## config.mk

```make
export PLATFORM = sky130hd
export DESIGN_NAME = pcs_rmii_config_regs
export DESIGN_NICKNAME = d
export VERILOG_FILES = /design/src/verilog/pcs_rmii_pkg.sv /design/src/verilog/link_monitor.sv /design/src/verilog/crs_dv_gen.sv /design/src/verilog/pcs_rmii_config_regs.sv
export VERILOG_INCLUDE_DIRS = /design/src /design/src/verilog
export SDC_FILE = /design/constraint.sdc
export NUM_CORES = 1
export LEC_CHECK = 0
export ABC_AREA = 0
export BUFFER_PORTS_ARGS = -buffer_cell sky130_fd_sc_hd__clkbuf_2
export CORE_MARGIN = 5
export CORE_UTILIZATION = 25
export CTS_CLUSTER_SIZE = 12
export DETAILED_ROUTE_END_ITERATION = 8
export GPL_ROUTABILITY_DRIVEN = 0
export GPL_TIMING_DRIVEN = 0
export PLACE_DENSITY = 0.48
export SYNTH_ARGS = -nofsm -noshare
export SYNTH_HDL_FRONTEND = slang
export SYNTH_SLANG_ARGS = --single-unit
```

## constraint.sdc

```tcl
create_clock -name clk -period 1.9 [get_ports clk]
set_input_delay 0.19 -clock clk [delete_from_list [all_inputs] [get_ports clk]]
set_output_delay 0.19 -clock clk [all_outputs]
set_load 0.02 [all_outputs]
```

## src/verilog/pcs_rmii_defs.svh

```systemverilog
// Register offsets, field positions, reset values and timing constants
`ifndef PCS_RMII_DEFS_SVH
`define PCS_RMII_DEFS_SVH
`define PCS_CFG_IDX      8'h16
`define RIB_IDX          8'h17
`define FREE_CLK_BIT     11
`define TQ_BIT           10
`define FSD_BIT          9
`define SDALG_BIT        8
`define DTS_BIT          7
`define F100_BIT         5
`define NRZI_BIT         2
`define RMODE_BIT        5
`define OLDREV_BIT       4
`define PCS_WMASK        16'h0fa4
`define PCS_RST          16'h0100
`define RIB_WMASK        16'h0030
`define RIB_RST          16'h0000
`define CLK_NS           50
`define DESC_SHORT_NS    722000
`define DESC_LONG_NS     2000000
`define STRAP_LOAD_CNT   2'h2
`define STRAP_DONE_CNT   2'h3
`endif

```

## src/verilog/pcs_rmii_pkg.sv

```systemverilog
// Types shared by the coding sublayer configuration block
package pcs_rmii_pkg;
  typedef struct packed {
    logic true_quiet;
    logic force_sd;
    logic sd_alg;
    logic descrambler_timeout_select_sel;
    logic force_100_ok;
    logic nrzi_bypass;
  } pcs_ctrl_s;
  typedef enum logic {LINK_DOWN, LINK_UP} link_state_e;
endpackage

```

## src/verilog/link_monitor.sv

```systemverilog
// Signal detect, descrambler lock timeout and link state machine
`timescale 1ns/10ps
`default_nettype none
`include "pcs_rmii_defs.svh"
module link_monitor
  import pcs_rmii_pkg::*;
#(
  parameter int SHORT_CYC = 14440,
  parameter int LONG_CYC  = 40000
) (
  // Clock and reset
  input  wire logic       clk,
  input  wire logic       reset,
  input  wire logic       ce,
  // Control and receive status
  input  wire pcs_ctrl_s  ctrl,
  input  wire logic       signal_level,
  input  wire logic       descr_ok,
  // Status
  output logic            link_up_r,
  output logic            locked_r
);
  localparam logic [15:0] SHORT_T = 16'(SHORT_CYC - 1);
  localparam logic [15:0] LONG_T  = 16'(LONG_CYC - 1);
  link_state_e state_r;
  link_state_e state_nxt;
  logic [15:0] cnt_r;
  logic [15:0] tmo;
  logic        sd;

  assign sd  = ctrl.force_sd | signal_level;
  assign tmo = ctrl.descrambler_timeout_select_sel ? LONG_T : SHORT_T;

  always_ff @(posedge clk or posedge reset) begin
    if (reset) begin
      cnt_r    <= 16'h0000;
      locked_r <= 1'b0;
    end else if (ce) begin
      if (descr_ok) begin
        cnt_r    <= 16'h0000;
        locked_r <= 1'b1;
      end else if (locked_r && cnt_r >= tmo) begin
        cnt_r    <= 16'h0000;
        locked_r <= 1'b0;
      end else if (locked_r) begin
        cnt_r <= cnt_r + 16'h0001;
      end
    end
  end

  always_comb begin
    state_nxt = state_r;
    unique case (state_r)
      LINK_DOWN: if (sd && locked_r) state_nxt = LINK_UP;
      LINK_UP: begin
        if (!sd) state_nxt = LINK_DOWN;
        else if (!ctrl.sd_alg && !locked_r) state_nxt = LINK_DOWN;
      end
    endcase
  end

  always_ff @(posedge clk or posedge reset) begin
    if (reset) begin
      state_r   <= LINK_DOWN;
      link_up_r <= 1'b0;
    end else if (ce) begin
      state_r   <= state_nxt;
      link_up_r <= (state_nxt == LINK_UP) | ctrl.force_100_ok;
    end
  end
endmodule
`default_nettype wire

```

## src/verilog/crs_dv_gen.sv

```systemverilog
// Reduced interface carrier/data valid generation and bypass
`timescale 1ns/10ps
`default_nettype none
module crs_dv_gen (
  // Clock and reset
  input  wire logic clk,
  input  wire logic reset,
  input  wire logic ce,
  // Mode
  input  wire logic rmii_mode,
  input  wire logic old_rev,
  // Receive status
  input  wire logic crs,
  input  wire logic rx_dv,
  // Outputs
  output logic      crs_dv_r,
  output logic      mii_crs_r,
  output logic      mii_dv_r
);
  always_ff @(posedge clk or posedge reset) begin
    if (reset) begin
      crs_dv_r  <= 1'b0;
      mii_crs_r <= 1'b0;
      mii_dv_r  <= 1'b0;
    end else if (ce) begin
      if (!rmii_mode) begin
        mii_crs_r <= crs;
        mii_dv_r  <= rx_dv;
        crs_dv_r  <= 1'b0;
      end else begin
        mii_crs_r <= 1'b0;
        mii_dv_r  <= 1'b0;
        if (old_rev) crs_dv_r <= crs | rx_dv;
        else if (crs) crs_dv_r <= 1'b1;
        else if (rx_dv) crs_dv_r <= ~crs_dv_r;
        else crs_dv_r <= 1'b0;
      end
    end
  end
endmodule
`default_nettype wire

```

## src/verilog/pcs_rmii_config_regs.sv

```systemverilog
// Coding sublayer and reduced interface configuration register block
//
// Behaviour
// - Upper reserved bits of both registers ignore writes and read zero.
// - Bit 10 set selects true quiet transmit; clear is normal.
// - Bit 9 set forces signal detect; clear is normal detection.
// - Algorithm bit 1: link after signal and lock, held while signal valid.
// - Algorithm bit 0: link held only while signal valid and locked.
// - Descrambler timeout is 2 ms with bit 7 set, else 722 us.
// - Bit 5 set forces a good 100 Mb/s link indication.
// - Bit 2 set bypasses NRZI encoding and decoding.
// - Interface select resets to 0, then loads the strap after reset release; writable; 0 MII, 1 reduced.
// - Without reduced mode, reduced-interface logic has no effect.
// - Revision bit 0: CRS_DV toggles at packet end after carrier drops.
// - Revision bit 1: CRS_DV stays high until last data, no toggle.
//
// Register access over Avalon-MM is this design's own decision.
`timescale 1ns/10ps
`default_nettype none
`include "pcs_rmii_defs.svh"
module pcs_rmii_config_regs
  import pcs_rmii_pkg::*;
#(
  parameter int DESC_SHORT_CYC = `DESC_SHORT_NS / `CLK_NS,
  parameter int DESC_LONG_CYC  = `DESC_LONG_NS / `CLK_NS
) (
  // Clock, reset, enable
  input  wire logic        clk,
  input  wire logic        reset,
  input  wire logic        ce,
  // Avalon-MM slave
  input  wire logic [9:0]  address,
  input  wire logic        read,
  input  wire logic        write,
  input  wire logic [31:0] writedata,
  output logic [31:0]      readdata,
  output logic             waitrequest,
  // Pins
  input  wire logic        signal_level_pin,
  input  wire logic        rmii_strap_pin,
  // Receive path status
  input  wire logic        descr_ok,
  input  wire logic        crs_in,
  input  wire logic        rx_dv_in,
  // Coding sublayer controls and link status
  output logic             true_quiet_enable,
  output logic             nrzi_bypass,
  output logic             free_clk,
  output logic             link_ok,
  output logic             descr_locked,
  // Data interface
  output logic             rmii_mode,
  output logic             crs_dv,
  output logic             mii_crs,
  output logic             mii_rx_dv
);
  localparam logic [9:0] PCS_ADDR = {`PCS_CFG_IDX, 2'b00};
  localparam logic [9:0] RIB_ADDR = {`RIB_IDX, 2'b00};

  logic [15:0] pcs_config_status_r;
  logic [15:0] reduced_interface_bypass_r;
  logic [31:0] readdata_r;
  logic [31:0] rd_nxt;
  logic        waitrequest_r;
  logic        accept;
  logic        sig_s1_r;
  logic        sig_s2_r;
  logic        strap_s1_r;
  logic        strap_s2_r;
  logic [1:0]  strap_cnt_r;
  pcs_ctrl_s   ctrl;

  // Pin synchronisers
  always_ff @(posedge clk or posedge reset) begin
    if (reset) begin
      sig_s1_r   <= 1'b0;
      sig_s2_r   <= 1'b0;
      strap_s1_r <= 1'b0;
      strap_s2_r <= 1'b0;
    end else if (ce) begin
      sig_s1_r   <= signal_level_pin;
      sig_s2_r   <= sig_s1_r;
      strap_s1_r <= rmii_strap_pin;
      strap_s2_r <= strap_s1_r;
    end
  end

  // Strap capture counter after reset release
  always_ff @(posedge clk or posedge reset) begin
    if (reset) begin
      strap_cnt_r <= 2'h0;
    end else if (ce && strap_cnt_r != `STRAP_DONE_CNT) begin
      strap_cnt_r <= strap_cnt_r + 2'h1;
    end
  end

  // Bus handshake: one wait cycle, then accept
  assign accept = (read | write) & ~waitrequest_r;

  always_ff @(posedge clk or posedge reset) begin
    if (reset) begin
      waitrequest_r <= 1'b1;
    end else if (ce) begin
      if (accept) waitrequest_r <= 1'b1;
      else if (read | write) waitrequest_r <= 1'b0;
    end
  end

  // Read data mux
  always_comb begin
    rd_nxt = 32'h0000_0000;
    if (address == PCS_ADDR) begin
      rd_nxt[15:0] = pcs_config_status_r & `PCS_WMASK;
    end else if (address == RIB_ADDR) begin
      rd_nxt[15:0] = reduced_interface_bypass_r & `RIB_WMASK;
    end
  end

  always_ff @(posedge clk or posedge reset) begin
    if (reset) begin
      readdata_r <= 32'h0000_0000;
    end else if (ce) begin
      if (read && waitrequest_r) readdata_r <= rd_nxt;
    end
  end

  // Coding sublayer register
  always_ff @(posedge clk or posedge reset) begin
    if (reset) begin
      pcs_config_status_r <= `PCS_RST;
    end else if (ce && accept && write && address == PCS_ADDR) begin
      pcs_config_status_r <= writedata[15:0] & `PCS_WMASK;
    end
  end

  // Reduced interface register
  always_ff @(posedge clk or posedge reset) begin
    if (reset) begin
      reduced_interface_bypass_r <= `RIB_RST;
    end else if (ce) begin
      if (accept && write && address == RIB_ADDR) begin
        reduced_interface_bypass_r <= writedata[15:0] & `RIB_WMASK;
      end else if (strap_cnt_r == `STRAP_LOAD_CNT) begin
        reduced_interface_bypass_r[`RMODE_BIT] <= strap_s2_r;
      end
    end
  end

  assign ctrl.true_quiet    = pcs_config_status_r[`TQ_BIT];
  assign ctrl.force_sd      = pcs_config_status_r[`FSD_BIT];
  assign ctrl.sd_alg        = pcs_config_status_r[`SDALG_BIT];
  assign ctrl.descrambler_timeout_select_sel = pcs_config_status_r[`DTS_BIT];
  assign ctrl.force_100_ok  = pcs_config_status_r[`F100_BIT];
  assign ctrl.nrzi_bypass   = pcs_config_status_r[`NRZI_BIT];

  assign readdata          = readdata_r;
  assign waitrequest       = waitrequest_r;
  assign true_quiet_enable = pcs_config_status_r[`TQ_BIT];
  assign nrzi_bypass       = pcs_config_status_r[`NRZI_BIT];
  assign free_clk          = pcs_config_status_r[`FREE_CLK_BIT];
  assign rmii_mode         = reduced_interface_bypass_r[`RMODE_BIT];

  link_monitor #(
    .SHORT_CYC (DESC_SHORT_CYC),
    .LONG_CYC  (DESC_LONG_CYC)
  ) u_link (
    .clk          (clk),
    .reset        (reset),
    .ce           (ce),
    .ctrl         (ctrl),
    .signal_level (sig_s2_r),
    .descr_ok     (descr_ok),
    .link_up_r    (link_ok),
    .locked_r     (descr_locked)
  );

  crs_dv_gen u_crs (
    .clk       (clk),
    .reset     (reset),
    .ce        (ce),
    .rmii_mode (reduced_interface_bypass_r[`RMODE_BIT]),
    .old_rev   (reduced_interface_bypass_r[`OLDREV_BIT]),
    .crs       (crs_in),
    .rx_dv     (rx_dv_in),
    .crs_dv_r  (crs_dv),
    .mii_crs_r (mii_crs),
    .mii_dv_r  (mii_rx_dv)
  );
endmodule
`default_nettype wire

```

==> run summary, run 1 <==
STA classifies the critical path endpoint as a flip-flop. The initial antenna violation count came out at 0. Dividing total power by cell area gives a power density of 766.5 nW/um^2. The clock drives 46 sinks. The vertical die dimension works out to 109.4 um. The final core utilization is 0.3353.

The number of cells on the worst hold path was 3. Setup repair after global routing could not meet its margin everywhere. The number of I/O pins was 94; the number of buffers on the longest clock path was 2. The tools report the remaining number of nets flagged by the antenna check after routing as 0. The final standard cell area without fillers was 3262 um^2. The tools report the max capacitance violation total as 0. The tools report the DRC violations left as 0.

The checks that failed: setup timing. Worst reg2reg path depth: 8. STA classifies the critical path startpoint as a flip-flop. The critical path is of the flip-flop to flip-flop type. The root buffer cell chosen for the clock tree is sky130_fd_sc_hd__clkbuf_8.

The master of the slowest instance on the critical path was sky130_fd_sc_hd__dfrtp_1. Yosys printed 0 warnings. The setup check on the worst reg-to-reg path leaves a slack of -0.04 ns. The clock transition at the registers of the reported paths was 0.09 ns; the number of antenna repair diodes was 0. Among all flip-flop cells after synthesis, the most frequent one is sky130_fd_sc_hd__dfrtp_1.

In this design, the largest share of critical-path delay is due to simple AND/OR/NAND/NOR gates. The fraction of layout cells with a size suffix above 1 was 0.4032; the sum of routed wire length over all layers was 5515 um. The first detailed-routing pass took 4 iterations. The flow ran to the end, but the final reports show violations.

The number of synthesized flops with an enable pin works out to 0. For the worst-skew pair, the clock arrives at the later sink with an insertion delay of 0.30 ns. The startpoint of the worst-slack reg-to-reg timing path was pcs_config_status_r[7].

Maximum vdd drop: 0.3018 mV. The data required time at the worst endpoint is 2.09 ns. For the sequential area share after synthesis, the log shows 0.4666. The synthesized netlist occupies a cell area of 2472 um^2. For this run, the slowest stage of the critical path takes 0.43 ns. The portion of the clock cycle consumed by the worst path in the final layout works out to 1.021. After floorplanning, the core was divided into 36 placement rows. The die area was 11980 um^2; the area after detailed placement was 2965 um^2.

The logs give 0 for the count of endpoints failing hold in the final timing report and 2 for the number of H-tree levels. The filler cells instantiated in the layout total 1029. The tools report the final max-slew violation count as 0. The placeable core region was 9729 um^2.

In the synthesized netlist, the number of instances is 233. The tools report the global-route wire length before repair as 8887 um. The chip width is 109.4 um, and the number of buffers inserted during clock tree synthesis is 5. After the last flow step, the layout net total stands at 375. The critical path goes through inv_4, ha_4, or3b_4, a31oi_4, a211oi_4, nor2_4, buf_6, nor2_1. On the final layout, the worst hold slack is 0.1098 ns.

The routed wire length per instance was 12.31 um; the count of endpoints failing setup in the final report was 14. TritonCTS built the clock tree. In this run the worst hold path is classified as primary input to flip-flop. The worst-case setup margin in the final layout was -0.03974 ns. The worst hold path begins at rx_dv_in. Clock skew on the completed layout was measured at 0.01142 ns. Synthesis instantiated 42 different standard cells from the library. For this design the static power due to leakage is 1.540 nW. The via count of the first global-routing pass came out at 1779. The run gives 0 as the overflow left after global routing. Counting I/O delays and the setup requirement, the final critical path takes 1.940 ns.

Averaged over all synthesized cells, the footprint is 10.61 um^2. The count of buffers from port buffering is 44, and the top achievable clock speed is 515.5 MHz. Across all layers, the routed design uses 1862 vias.

After the first detailed-routing iteration, the DRC count stood at 47. The starting density of the core was 0.2541. The layout-stage area growth over the synthesis result works out to 31.93%.

The overall global routing resource usage was 0.09424. Tracing the worst setup path back leads to its startpoint at pcs_config_status_r[7]. The HPWL reported at the end of detailed placement is 4133 um. At the worst endpoint, the arrival time is 2.13 ns. Ratio of routed vias to standard cells: 4.156. The buffering stage count on the worst path with inverters included was 2. Largest net degree at the start of global routing: 35. The endpoint identified for the worst register-to-register timing path is u_link.cnt_r[7].

Along the worst path, the maximum fanout reaches 5. The number of storage elements in the synthesis netlist came out at 46. For hold timing, the worst endpoint is u_crs.mii_dv_r. Fraction of registers with async set/reset: 1.000.
## worst reg2reg max path, cell delays in order (launching register included)
cell and delay (ns):
sky130_fd_sc_hd__dfrtp_1 0.43, sky130_fd_sc_hd__inv_4 0.08, sky130_fd_sc_hd__ha_4 0.26, sky130_fd_sc_hd__or3b_4 0.38, sky130_fd_sc_hd__a31oi_4 0.20, sky130_fd_sc_hd__a211oi_4 0.12
sky130_fd_sc_hd__nor2_4 0.18, sky130_fd_sc_hd__buf_6 0.14, sky130_fd_sc_hd__nor2_1 0.05
## synth_stat cells (2+ instances only)
cell	n	area share
sky130_fd_sc_hd__a211oi_1	2	0.0061
sky130_fd_sc_hd__a21oi_1	2	0.0040
sky130_fd_sc_hd__a22o_1	7	0.025
sky130_fd_sc_hd__and3_1	3	0.0076
sky130_fd_sc_hd__buf_4	25	0.076
sky130_fd_sc_hd__dfrtp_1	44	0.45
sky130_fd_sc_hd__dfstp_2	2	0.021
sky130_fd_sc_hd__ha_1	9	0.046
sky130_fd_sc_hd__inv_1	8	0.012
sky130_fd_sc_hd__mux2_2	13	0.059
sky130_fd_sc_hd__nand2_1	17	0.026
sky130_fd_sc_hd__nand2b_1	4	0.010
sky130_fd_sc_hd__nand3_1	8	0.016
sky130_fd_sc_hd__nand3b_1	2	0.0061
sky130_fd_sc_hd__nand4_1	7	0.018
sky130_fd_sc_hd__nor2_1	22	0.033
sky130_fd_sc_hd__nor2b_1	4	0.010
sky130_fd_sc_hd__nor3_1	3	0.0061
sky130_fd_sc_hd__nor3_2	2	0.0081
sky130_fd_sc_hd__o211ai_1	2	0.0061
sky130_fd_sc_hd__o21ai_0	13	0.026
sky130_fd_sc_hd__xnor2_1	7	0.025
sky130_fd_sc_hd__xor2_1	8	0.028
## power breakdown
part           switching, mW  total (mW)  internal (mW)
registers             0.0788        1.15           1.08
clock network          0.347       0.874          0.527
logic                  0.270       0.473          0.202
## state kept, by name, indices dropped and copies added, names as in the netlist, 2 cells and up
name,count
readdata,8
reduced_interface_bypass_r,2
pcs_config_status_r,7
strap_cnt_r,2
u_link.cnt_r,16
## area by class of cell
class / instances / area, um^2 / area share
clock inverters: 3 / 68.82 / 0.02110
inverters: 8 / 32.53 / 0.009973
clock buffers: 5 / 68.82 / 0.02110
flip-flops and latches: 46 / 1155 / 0.3540
plain buffers: 28 / 207.7 / 0.06367
multi-input cells: 174 / 1267 / 0.3886
well taps: 133 / 166.4 / 0.05102
repair buffers: 51 / 295.3 / 0.09053
## what timing repair did
item | CTS | global route
pin swaps | 3 | 4
hold buffers | 1 | 0
gates cloned | 1 | 0
resized for setup | 13 | 12
hold endpoints to repair | 12 | 0
endpoints found under the setup margin | 17 | 16
buffers inserted | 3 | 1
## metrics by stage
stage	TNS [ns]	cells	power [mW]	setup WS, ns
floorplan	0	256	1.493	0.05775
global placement	-4.930	433	1.618	-0.1710
detailed placement	-2.129	434	1.638	-0.1841
CTS	-0.04613	447	2.531	-0.01125
global route	-1.672	448	2.645	-0.1279
finish	-0.4255	448	2.500	-0.03974
## placed cells by master, fill, tap and decap left out, types with 4 or more instances in the layout
master,count
sky130_fd_sc_hd__nand4_1,7
sky130_fd_sc_hd__nand3_1,7
sky130_fd_sc_hd__clkbuf_8,5
sky130_fd_sc_hd__a22o_1,7
sky130_fd_sc_hd__inv_1,6
sky130_fd_sc_hd__nand2_1,17
sky130_fd_sc_hd__xnor2_1,7
sky130_fd_sc_hd__mux2_2,13
sky130_fd_sc_hd__nor2_2,6
sky130_fd_sc_hd__buf_4,28
sky130_fd_sc_hd__nor2_1,16
sky130_fd_sc_hd__ha_1,5
sky130_fd_sc_hd__nand2b_1,4
sky130_fd_sc_hd__o21ai_0,11
sky130_fd_sc_hd__xor2_1,8
sky130_fd_sc_hd__nor2b_1,4
sky130_fd_sc_hd__dfrtp_1,43
sky130_fd_sc_hd__ha_4,4
sky130_fd_sc_hd__clkbuf_2,45
sky130_fd_sc_hd__conb_1,24
## metal layers
metal,share of wire,track usage,wire [um]
met3,0.073,0.02819,405
met1,0.45,0.1204,2466
met4,0.020,0.03028,112
met5,0,0,0
met2,0.46,0.1526,2531
## how the worst max path moves through the flow
stage / cells past startpoint / end / slack [ns]
2_1_floorplan: 7 / u_link.locked_r / 0.06
3_3_place_gp: 8 / u_link.cnt_r[9] / -0.17
3_5_place_dp: 8 / u_link.cnt_r[6] / -0.18
4_1_cts: 8 / u_link.cnt_r[7] / -0.01
5_1_grt: 8 / u_link.cnt_r[7] / -0.13
6_report: 8 / u_link.cnt_r[7] / -0.04
## cell families after synthesis
group / Yosys count / share of synthesized area
multiplexers: 14 / 0.06326
AND/OR/NAND/NOR: 79 / 0.1761
buffers and inverters: 36 / 0.09615
AO/OA/AOI/OAI: 33 / 0.09767
other: 1 / 0.001517
adder cells (fa/ha/maj): 9 / 0.04555
flip-flops: 46 / 0.4666
XOR/XNOR: 15 / 0.05314
Note: power is estimated with default switching activity, not from simulation.
==> run 2: changes to the inputs <==
- clock period: 1.9 -> 1.6 ns (I/O delays scaled with it)
==> run 2 against run 1 <==
- the run still ends with setup timing left
- global-route usage decreased by 0.20 points
- cell count decreased by 0.67%
- die area unchanged
- via count decreased by 0.43%
- critical path type unchanged
- critical endpoint is now u_link.cnt_r[4]
==> run summary, run 2 (synthesized netlist as in run 1, its figures left out) <==
The startpoint of the worst-slack reg-to-reg timing path was pcs_config_status_r[7]. For the number of standard cells in the layout, taps in and fillers out, the log shows 445 (-0.67%). The highest fanout seen on the critical path was 10 (+5). The leakage power figure came out at 1.507 nW (-2.2%). Setup repair after global routing could not meet its margin everywhere.

The overall global routing resource usage was 0.09228 (-0.001956); the clock network fraction of total power was 0.274 (-0.075). The number of buffers on the longest clock path is 2 (unchanged). The chip width works out to 109.4 um (unchanged).

The number of placed instances with taps included came out at 434 (unchanged). The via count of the first global-routing pass is 1781 (+0.11%). The logs give 0.006898 ns (-0.004524 ns) for the post-route clock skew and 0.8460 mW (+22%) for the switching power. The global-route wire length before repair is 8763 um (-1.4%).

The clock transition at the registers of the reported paths was 0.09 ns (about the same); the setup slack of the most critical reg-to-reg path was -0.31 ns (-0.27 ns). The tree is rooted in a sky130_fd_sc_hd__clkbuf_8. The run finished, with violations left.

The flip-flop count of the largest register after layout is 16 (unchanged), and the count of buffers from port buffering is 44 (unchanged). The fraction of layout cells with a size suffix above 1 is 0.3846 (-0.01856), and the total number of clock tree sinks is 46 (unchanged). The run gives 0 (unchanged) as the remaining number of nets flagged by the antenna check after routing. The number of buffers inserted during clock tree synthesis was 5 (unchanged); the final core utilization was 0.3241 (-0.01119).

The tools report the initial antenna violation count as 0 (unchanged). The DRC violation total after the first TritonRoute iteration was 65 (+38%); the iteration count of the initial detailed-routing pass was 5 (+1). The worst hold path begins at writedata[11]. For the register share of total power, the log shows 0.515 (+0.053). The ratio of routed vias to standard cells is 4.166 (+0.24%). The total of fill cells in the finished design is 1020 (-0.87%), and the overflow left after global routing is 0 (unchanged).

The worst-case setup margin in the final layout is -0.3088 ns (-0.2690 ns), and the portion of the clock cycle consumed by the worst path in the final layout is 1.193 (+0.1721). The sum of routed wire length over all layers was 5516 um (about the same); the starting density of the core was 0.2541 (unchanged). The placeable core region is 9729 um^2 (unchanged). The run gives 0.30 ns (about the same) as the insertion delay to the later sink of the worst-skew pair. The number of I/O pins is 94 (unchanged).

The tools report the worst-case hold path end point as pcs_config_status_r[11]. HPWL reported at the end of detailed placement: 4157 um (+0.59%). Count of endpoints failing setup in the final report: 17 (+3). Power per standard cell area: 846.9 nW/um^2 (+10%).

The checks that failed: setup timing. Capture point of the worst reg-to-reg path: u_link.cnt_r[4]. The setup slack after placement came out at -0.4298 ns (-0.2457 ns).

The tools report the floorplan row count as 36 (unchanged). In the layout the commonest cells are sky130_fd_sc_hd__clkbuf_2, sky130_fd_sc_hd__dfrtp_1, sky130_fd_sc_hd__buf_4. Number of H-tree levels: 2 (unchanged). The worst setup path is launched from a flip-flop. Counting flops per register, the top entry is u_link.cnt_r. The tools report the DRC violations left as 0 (unchanged). The run gives 0 (unchanged) as the max capacitance violation total. Endpoint class of the critical path: a flip-flop. For the power after layout, the log shows 2.670 mW (+6.8%). The routed wire length per instance is 12.40 um (+0.69%). Worst-case hold slack: 0.07995 ns (-0.02982 ns). The largest net degree at the start of global routing came out at 37 (+5.7%). The logs give 1854 (-0.43%) for the detailed-route via count and 372 (-0.80%) for the count of nets after finishing.

The number of cells on the worst hold path works out to 2 (-1). Class of the most critical setup path: flip-flop to flip-flop. TritonCTS built the clock tree. The vertical die dimension works out to 109.4 um (unchanged). The count of endpoints failing hold in the final timing report was 0 (unchanged). The path class of the tightest hold or removal check is primary input to flip-flop.

The run gives 0.211 (+0.022) as the logic gate share of total power. The number of antenna repair diodes was 0 (unchanged). The library cell used most frequently in the layout, excluding fill and tap cells, is sky130_fd_sc_hd__clkbuf_2. The maximum vdd drop came out at 0.3125 mV (+3.6%). The final max-slew violation count was 0 (unchanged). The internal power summed over all cells was 1.824 mW (+1.1%); the layout-stage area growth over the synthesis result was 27.53%. The switching share of total power was 0.3168 (+0.03862); the worst reg2reg path depth was 8 (unchanged). For the die area, the log shows 11980 um^2 (unchanged). The tools report the data arrival time of the critical path as 2.10 ns (-0.03 ns).

The tools report the data required time at the worst endpoint as 1.80 ns (-0.29 ns). The clock period minus worst slack is 1.909 ns (-0.03098 ns), and the top achievable clock speed is 523.9 MHz (+1.6%).
[run 2: changes by cell type in the layout (fill, tap and decap cells not counted), moves of 2 or more]
cell,delta
sky130_fd_sc_hd__buf_6,-2
sky130_fd_sc_hd__bufinv_16,-2
sky130_fd_sc_hd__ha_1,+3
sky130_fd_sc_hd__nor2_2,-3
sky130_fd_sc_hd__ha_4,-3
sky130_fd_sc_hd__nor2_1,+3
[run 2: critical path, cell delays in order, from the launching register on]
cell and delay, ns:
sky130_fd_sc_hd__dfrtp_2 0.44, sky130_fd_sc_hd__inv_4 0.07, sky130_fd_sc_hd__ha_1 0.30, sky130_fd_sc_hd__nand4_1 0.18, sky130_fd_sc_hd__a211oi_2 0.38, sky130_fd_sc_hd__a211oi_4 0.11
sky130_fd_sc_hd__nor2_4 0.12, sky130_fd_sc_hd__buf_6 0.15, sky130_fd_sc_hd__nor2_1 0.05
[run 2: final cells by class]
cell class,instances,area [um^2],share of cell area
sequential,46,1156,0.3667
clock buffer,5,68.82,0.02183
clock inverter,3,21.27,0.006746
buffer,28,207.7,0.06587
tap,133,166.4,0.05278
multi-input combinational,174,1235,0.3917
timing repair buffer,48,265.3,0.08413
inverter,8,32.53,0.01032
[run 2: stage by stage]
stage          area, um^2  TNS [ns]
4_1_cts              3138    -4.831
2_1_floorplan        2576    -2.291
3_5_place_dp         2983    -6.971
5_1_grt              3153    -6.271
6_report             3153    -4.846
3_3_place_gp         2963    -21.66
[run 2: layer usage]
layer / track usage / wire [um] / vias to the layer above
met2: 0.1478 / 2554 / 53
met1: 0.1226 / 2484 / 878
met5: 0 / 0 / -
met4: 0.02671 / 35 / 0
li1: - / - / 918
met3: 0.02408 / 441 / 5
[run 2: worst max-delay path by stage]
stage / end / startpoint / slack, ns / cells after the start
global route: u_link.cnt_r[5] / pcs_config_status_r[7] / -0.40 / 8
CTS: u_link.cnt_r[4] / pcs_config_status_r[7] / -0.31 / 8
detailed placement: u_link.cnt_r[5] / pcs_config_status_r[7] / -0.43 / 8
global placement: u_link.cnt_r[5] / pcs_config_status_r[7] / -0.44 / 8
floorplan: u_link.locked_r / pcs_config_status_r[7] / -0.20 / 7
finish: u_link.cnt_r[4] / pcs_config_status_r[7] / -0.31 / 8
[run 2: repair_timing]
item | 4_1_cts | 5_1_grt
endpoints found under the setup margin | 23 | 17
hold endpoints to repair | 10 | 0
gates resized for setup | 9 | 5
pin swaps | 5 | 5
hold buffers | 1 | 0
buffers inserted | 2 | 0
[run 2: power by group through the flow]
stage,clock [mW],sequential (mW),combinational (mW)
5_1_grt,0.811,1.40,0.635
3_3_place_gp,0,1.39,0.534
6_report,0.732,1.37,0.563
3_5_place_dp,0,1.40,0.558
4_1_cts,0.771,1.38,0.571
2_1_floorplan,0,1.43,0.340
==> run 3: changes to the inputs <==
- ABC_AREA: 0 -> 1
- PLACE_DENSITY: 0.48 -> 0.47
==> run 3 against run 2 <==
- the flow still finishes with violations (setup timing)
- combinational power is 8.3% higher
- die area up 8.7%
- maximum frequency up 9.4%
- global-route usage is 0.91 points higher
- highest routed layer unchanged
==> run summary, run 3 <==
The flow ran to the end, but the final reports show violations. The checks that failed: setup timing. The run gives -0.3152 ns (+0.1147 ns) as the setup slack after placement. For the internal power summed over all cells, the log shows 1.974 mW (+8.2%). Fraction of registers with async set/reset: 1.000 (unchanged). The slowest stage of the critical path belongs to the cell sky130_fd_sc_hd__dfrtp_2.

The clock network fraction of total power was 0.313 (+0.039); the largest net degree at the start of global routing was 35 (-5.4%). The number of antenna repair diodes was 0 (unchanged); the total negative slack for setup checks was -1.861 ns (+2.985 ns). The top achievable clock speed was 573.0 MHz (+9.4%). Walking the worst path, the cells encountered are clkinv_4, ha_4, nand2_4, nor2_4, and2_4, nand2_2, nand2_2, nand2_4, inv_4, buf_6, nor2_1. The logs give 0.4259 (-0.04073) for the sequential area share after synthesis and 0.1013 (+0.009062) for the overall global routing resource usage. The commonest cells after synthesis are sky130_fd_sc_hd__nand2_1, sky130_fd_sc_hd__nor2_1, sky130_fd_sc_hd__dfrtp_1. The ratio of routed vias to standard cells was 4.043 (-3.0%); the register share of total power was 0.475 (-0.040).

The setup slack of the most critical reg-to-reg path is -0.15 ns (+0.16 ns), and the iteration count of the initial detailed-routing pass is 4 (-1). Leaving out fill and tap cells, the most frequent cell in the layout is sky130_fd_sc_hd__nand2_1. The run gives 13020 um^2 (+8.7%) as the die area.

Largest register by flop count: u_link.cnt_r. Flip-flop count of the largest register after layout: 16 (unchanged). The switching power was 0.9011 mW (+6.5%); the vertical die dimension was 114.1 um (+4.2%). The number of synthesized flops with an enable pin is 0 (unchanged), and the DRC violations left is 0 (unchanged). The tools report the critical hold path startpoint as signal_level_pin. The total number of clock tree sinks was 46 (unchanged); the per-instance average area after synthesis was 7.696 um^2 (-27%). The run gives 0 (unchanged) as the initial antenna violation count. The worst setup path is of the flip-flop to flip-flop kind. The run gives 36 (-14%) as the number of library cell types mapped by synthesis. The run gives 2 (unchanged) as the number of H-tree levels.

The highest fanout seen on the critical path came out at 5 (-5). The final max-slew violation count came out at 0 (unchanged). Combined area of the multi-input logic cells: 1386 um^2 (+12%). The worst register-to-register path begins at pcs_config_status_r[7].

The sum of routed wire length over all layers was 6503 um (+18%); the top-area cell type share of the netlist area was 0.4065 (-0.03888). Most common cell in the synthesized netlist: sky130_fd_sc_hd__nand2_1. The total of fill cells in the finished design is 1156 (+13%). The data arrival time of the critical path is 1.95 ns (-0.15 ns).

Largest area contributor in the netlist: sky130_fd_sc_hd__dfrtp_1. The worst slew margin relative to its limit was 0.6519. The number of stages on the worst setup path came out at 11 (+3).

The tools report the starting density of the core as 0.2521 (-0.002019). The count of buffers from port buffering was 45 (+2.3%); the count of nets after finishing was 500 (+34%). The remaining number of nets flagged by the antenna check after routing is 0 (unchanged).

Number of cells on the worst hold path: 3 (+1). The number of storage elements in the synthesis netlist came out at 46 (unchanged). For hold timing, the worst endpoint is sig_s1_r.

Global-route wire length before repair: 10610 um (+21%). The gate family responsible for the most delay along the worst path was simple AND/OR/NAND/NOR gates. In this run the critical register-to-register path is captured at u_link.cnt_r[5]. The number of buffers on the longest clock path was 2 (unchanged).

From synthesis to final layout, the design area changed by 30.30%. For the worst-case setup margin in the final layout, the log shows -0.1452 ns (+0.1636 ns). The area of the mapped netlist is 2709 um^2 (+9.6%).

The sequential cell area was 1155 um^2 (-0.11%); the switching share of total power was 0.3134 (-0.003386). The logic gate share of total power was 0.212 (about the same); the delay contributed by the slowest stage of the critical path was 0.45 ns (about the same). The number of warnings reported in the yosys synthesis log was 0 (unchanged). The DRC violation total after the first TritonRoute iteration was 77 (+18%). The tools report the leakage power figure as 1.779 nW (+18%). The logs give 0.31 ns (about the same) for the insertion delay to the later sink of the worst-skew pair and 0.004863 ns (-0.002035 ns) for the post-route clock skew. The most used flip-flop cell after synthesis is sky130_fd_sc_hd__dfrtp_1. The cell count after synthesis came out at 352 (+51%).

Critical path startpoint category: a flip-flop. The placeable core region came out at 10750 um^2 (+10%). The HPWL reported at the end of detailed placement is 4947 um (+19%). Max capacitance violation total: 0 (unchanged). CTS root buffer: sky130_fd_sc_hd__clkbuf_8. The run gives 0 (unchanged) as the count of endpoints failing hold in the final timing report. The number of buffers inserted during clock tree synthesis is 5 (unchanged).

The clock transition at the registers of the reported paths is 0.09 ns (about the same). The run gives 94 (unchanged) as the number of I/O pins. Via count of the first global-routing pass: 2111 (+19%). The buffering stage count on the worst path with inverters included works out to 3 (+1). Data required time at the worst endpoint: 1.80 ns (about the same). The endpoint class of the critical path was a flip-flop.

After synthesis, the cell types taking the most area are sky130_fd_sc_hd__dfrtp_1, sky130_fd_sc_hd__nand2_1, sky130_fd_sc_hd__buf_4, sky130_fd_sc_hd__nor2_1, sky130_fd_sc_hd__inv_1. The count of endpoints failing setup in the final report is 17 (unchanged). The detailed-route via count came out at 2345 (+26%).

TritonCTS built the clock tree. The clock period minus worst slack was 1.745 ns (-0.1636 ns). The fraction of layout cells with a size suffix above 1 came out at 0.3023 (-0.08234). The power per standard cell area came out at 814.5 nW/um^2 (-3.8%). Setup repair after global routing could not meet its margin everywhere. The run gives 0 (unchanged) as the overflow left after global routing. The worst reg2reg path depth was 11 (+3). The worst hold path belongs to the class primary input to flip-flop. The portion of the clock cycle consumed by the worst path in the final layout is 1.091 (-0.1022), and the floorplan row count is 38 (+5.6%). The maximum vdd drop came out at 0.4382 mV (+40%). The library cells used most frequently in the layout, excluding fill and tap cells, are sky130_fd_sc_hd__nand2_1, sky130_fd_sc_hd__clkbuf_2, sky130_fd_sc_hd__dfrtp_1. The chip width works out to 114.1 um (+4.2%). The routed wire length per instance was 11.21 um (-9.5%); the actual slew at the worst max-slew pin was 0.5183 ns.
[run 3: cell types whose count changed in the layout (fill, tap and decap cells not counted), sizes merged, moves of 4 or more]
| cell | previous run | this run |
|---|---|---|
| nand2 | 17 | 99 |
| inv | 8 | 41 |
| nor2 | 23 | 48 |
| mux2 | 13 | 0 |
| nand3 | 8 | 19 |
| buf | 29 | 37 |
| o21ai | 14 | 22 |
| xnor2 | 7 | 0 |
| a22o | 7 | 1 |
| nand2b | 4 | 0 |
| nor2b | 4 | 0 |
[run 3: tightest hold or removal path, stage by stage]
cell,delay [ns]
sky130_fd_sc_hd__clkbuf_2,0.08
sky130_fd_sc_hd__nand2_1,0.04
sky130_fd_sc_hd__o21ai_0,0.06
[run 3: worst max-delay path by stage]
| stage | end | start | slack [ns] |
|---|---|---|---|
| 2_1_floorplan | u_link.cnt_r[5] | pcs_config_status_r[7] | 0.009 |
| 3_3_place_gp | u_crs.mii_crs_r | reset | -0.36 |
| 3_5_place_dp | u_link.cnt_r[4] | pcs_config_status_r[7] | -0.32 |
| 4_1_cts | u_link.cnt_r[7] | pcs_config_status_r[7] | -0.14 |
| 5_1_grt | u_link.cnt_r[5] | pcs_config_status_r[7] | -0.24 |
| 6_report | u_link.cnt_r[5] | pcs_config_status_r[7] | -0.15 |
[run 3: final cells by class]
cell class                 instances  area share
clock buffer                       6     0.02056
inverter                          42     0.04679
tap                              140     0.04963
buffer                            28     0.05778
timing repair buffer              57     0.09465
multi-input combinational        259      0.3928
sequential                        46      0.3272
clock inverter                     2     0.01063
[run 3: per-stage QoR]
| stage | total power, mW | instances | utilization | area, um^2 | hold WS, ns |
|---|---|---|---|---|---|
| 2_1_floorplan | 1.795 | 375 | - | 2810 | 0.2716 |
| 3_3_place_gp | 1.959 | 560 | 0.2988 | 3211 | 0.3743 |
| 3_5_place_dp | 1.980 | 561 | 0.3007 | 3231 | 0.1171 |
| 4_1_cts | 2.899 | 576 | 0.3213 | 3452 | 0.05592 |
| 5_1_grt | 3.032 | 580 | 0.3285 | 3530 | 0.05701 |
| 6_report | 2.875 | 580 | 0.3285 | 3530 | 0.06282 |
[run 3: logic make-up after synthesis]
logic type	after synthesis	share of synthesized area
AOI/OAI and AO/OA	34	0.07113
other	1	0.001384
buffers and inverters	70	0.1335
and+or+nand+nor	186	0.3072
DFF	46	0.4259
adders and majority gates	9	0.04157
xor gates and xnor gates	6	0.01940
[run 3: layer usage]
metal,wire (um),track usage,part of all wire,up-vias
li1,-,-,-,1233
met1,3153,0.1416,0.48,1064
met2,2908,0.1538,0.45,42
met3,371,0.02801,0.057,6
met4,70,0.02850,0.011,0
met5,0,0,0,-
[run 3: power by group through the flow]
stage / clock network [mW] / logic (mW) / registers [mW]
finish: 0.899 / 0.610 / 1.37
global route: 0.969 / 0.685 / 1.38
detailed placement: 0 / 0.591 / 1.39
floorplan: 0 / 0.361 / 1.43
global placement: 0 / 0.576 / 1.38
CTS: 0.925 / 0.609 / 1.36
[run 3: what timing repair did]
action                                  in CTS  in global routing
gates cloned                                 1                  0
hold buffers                                 1                  0
pin swaps                                   16                  2
resized for setup                           18                 15
buffers inserted                             5                  4
hold endpoints to repair                    12                  0
endpoints found under the setup margin      17                 17
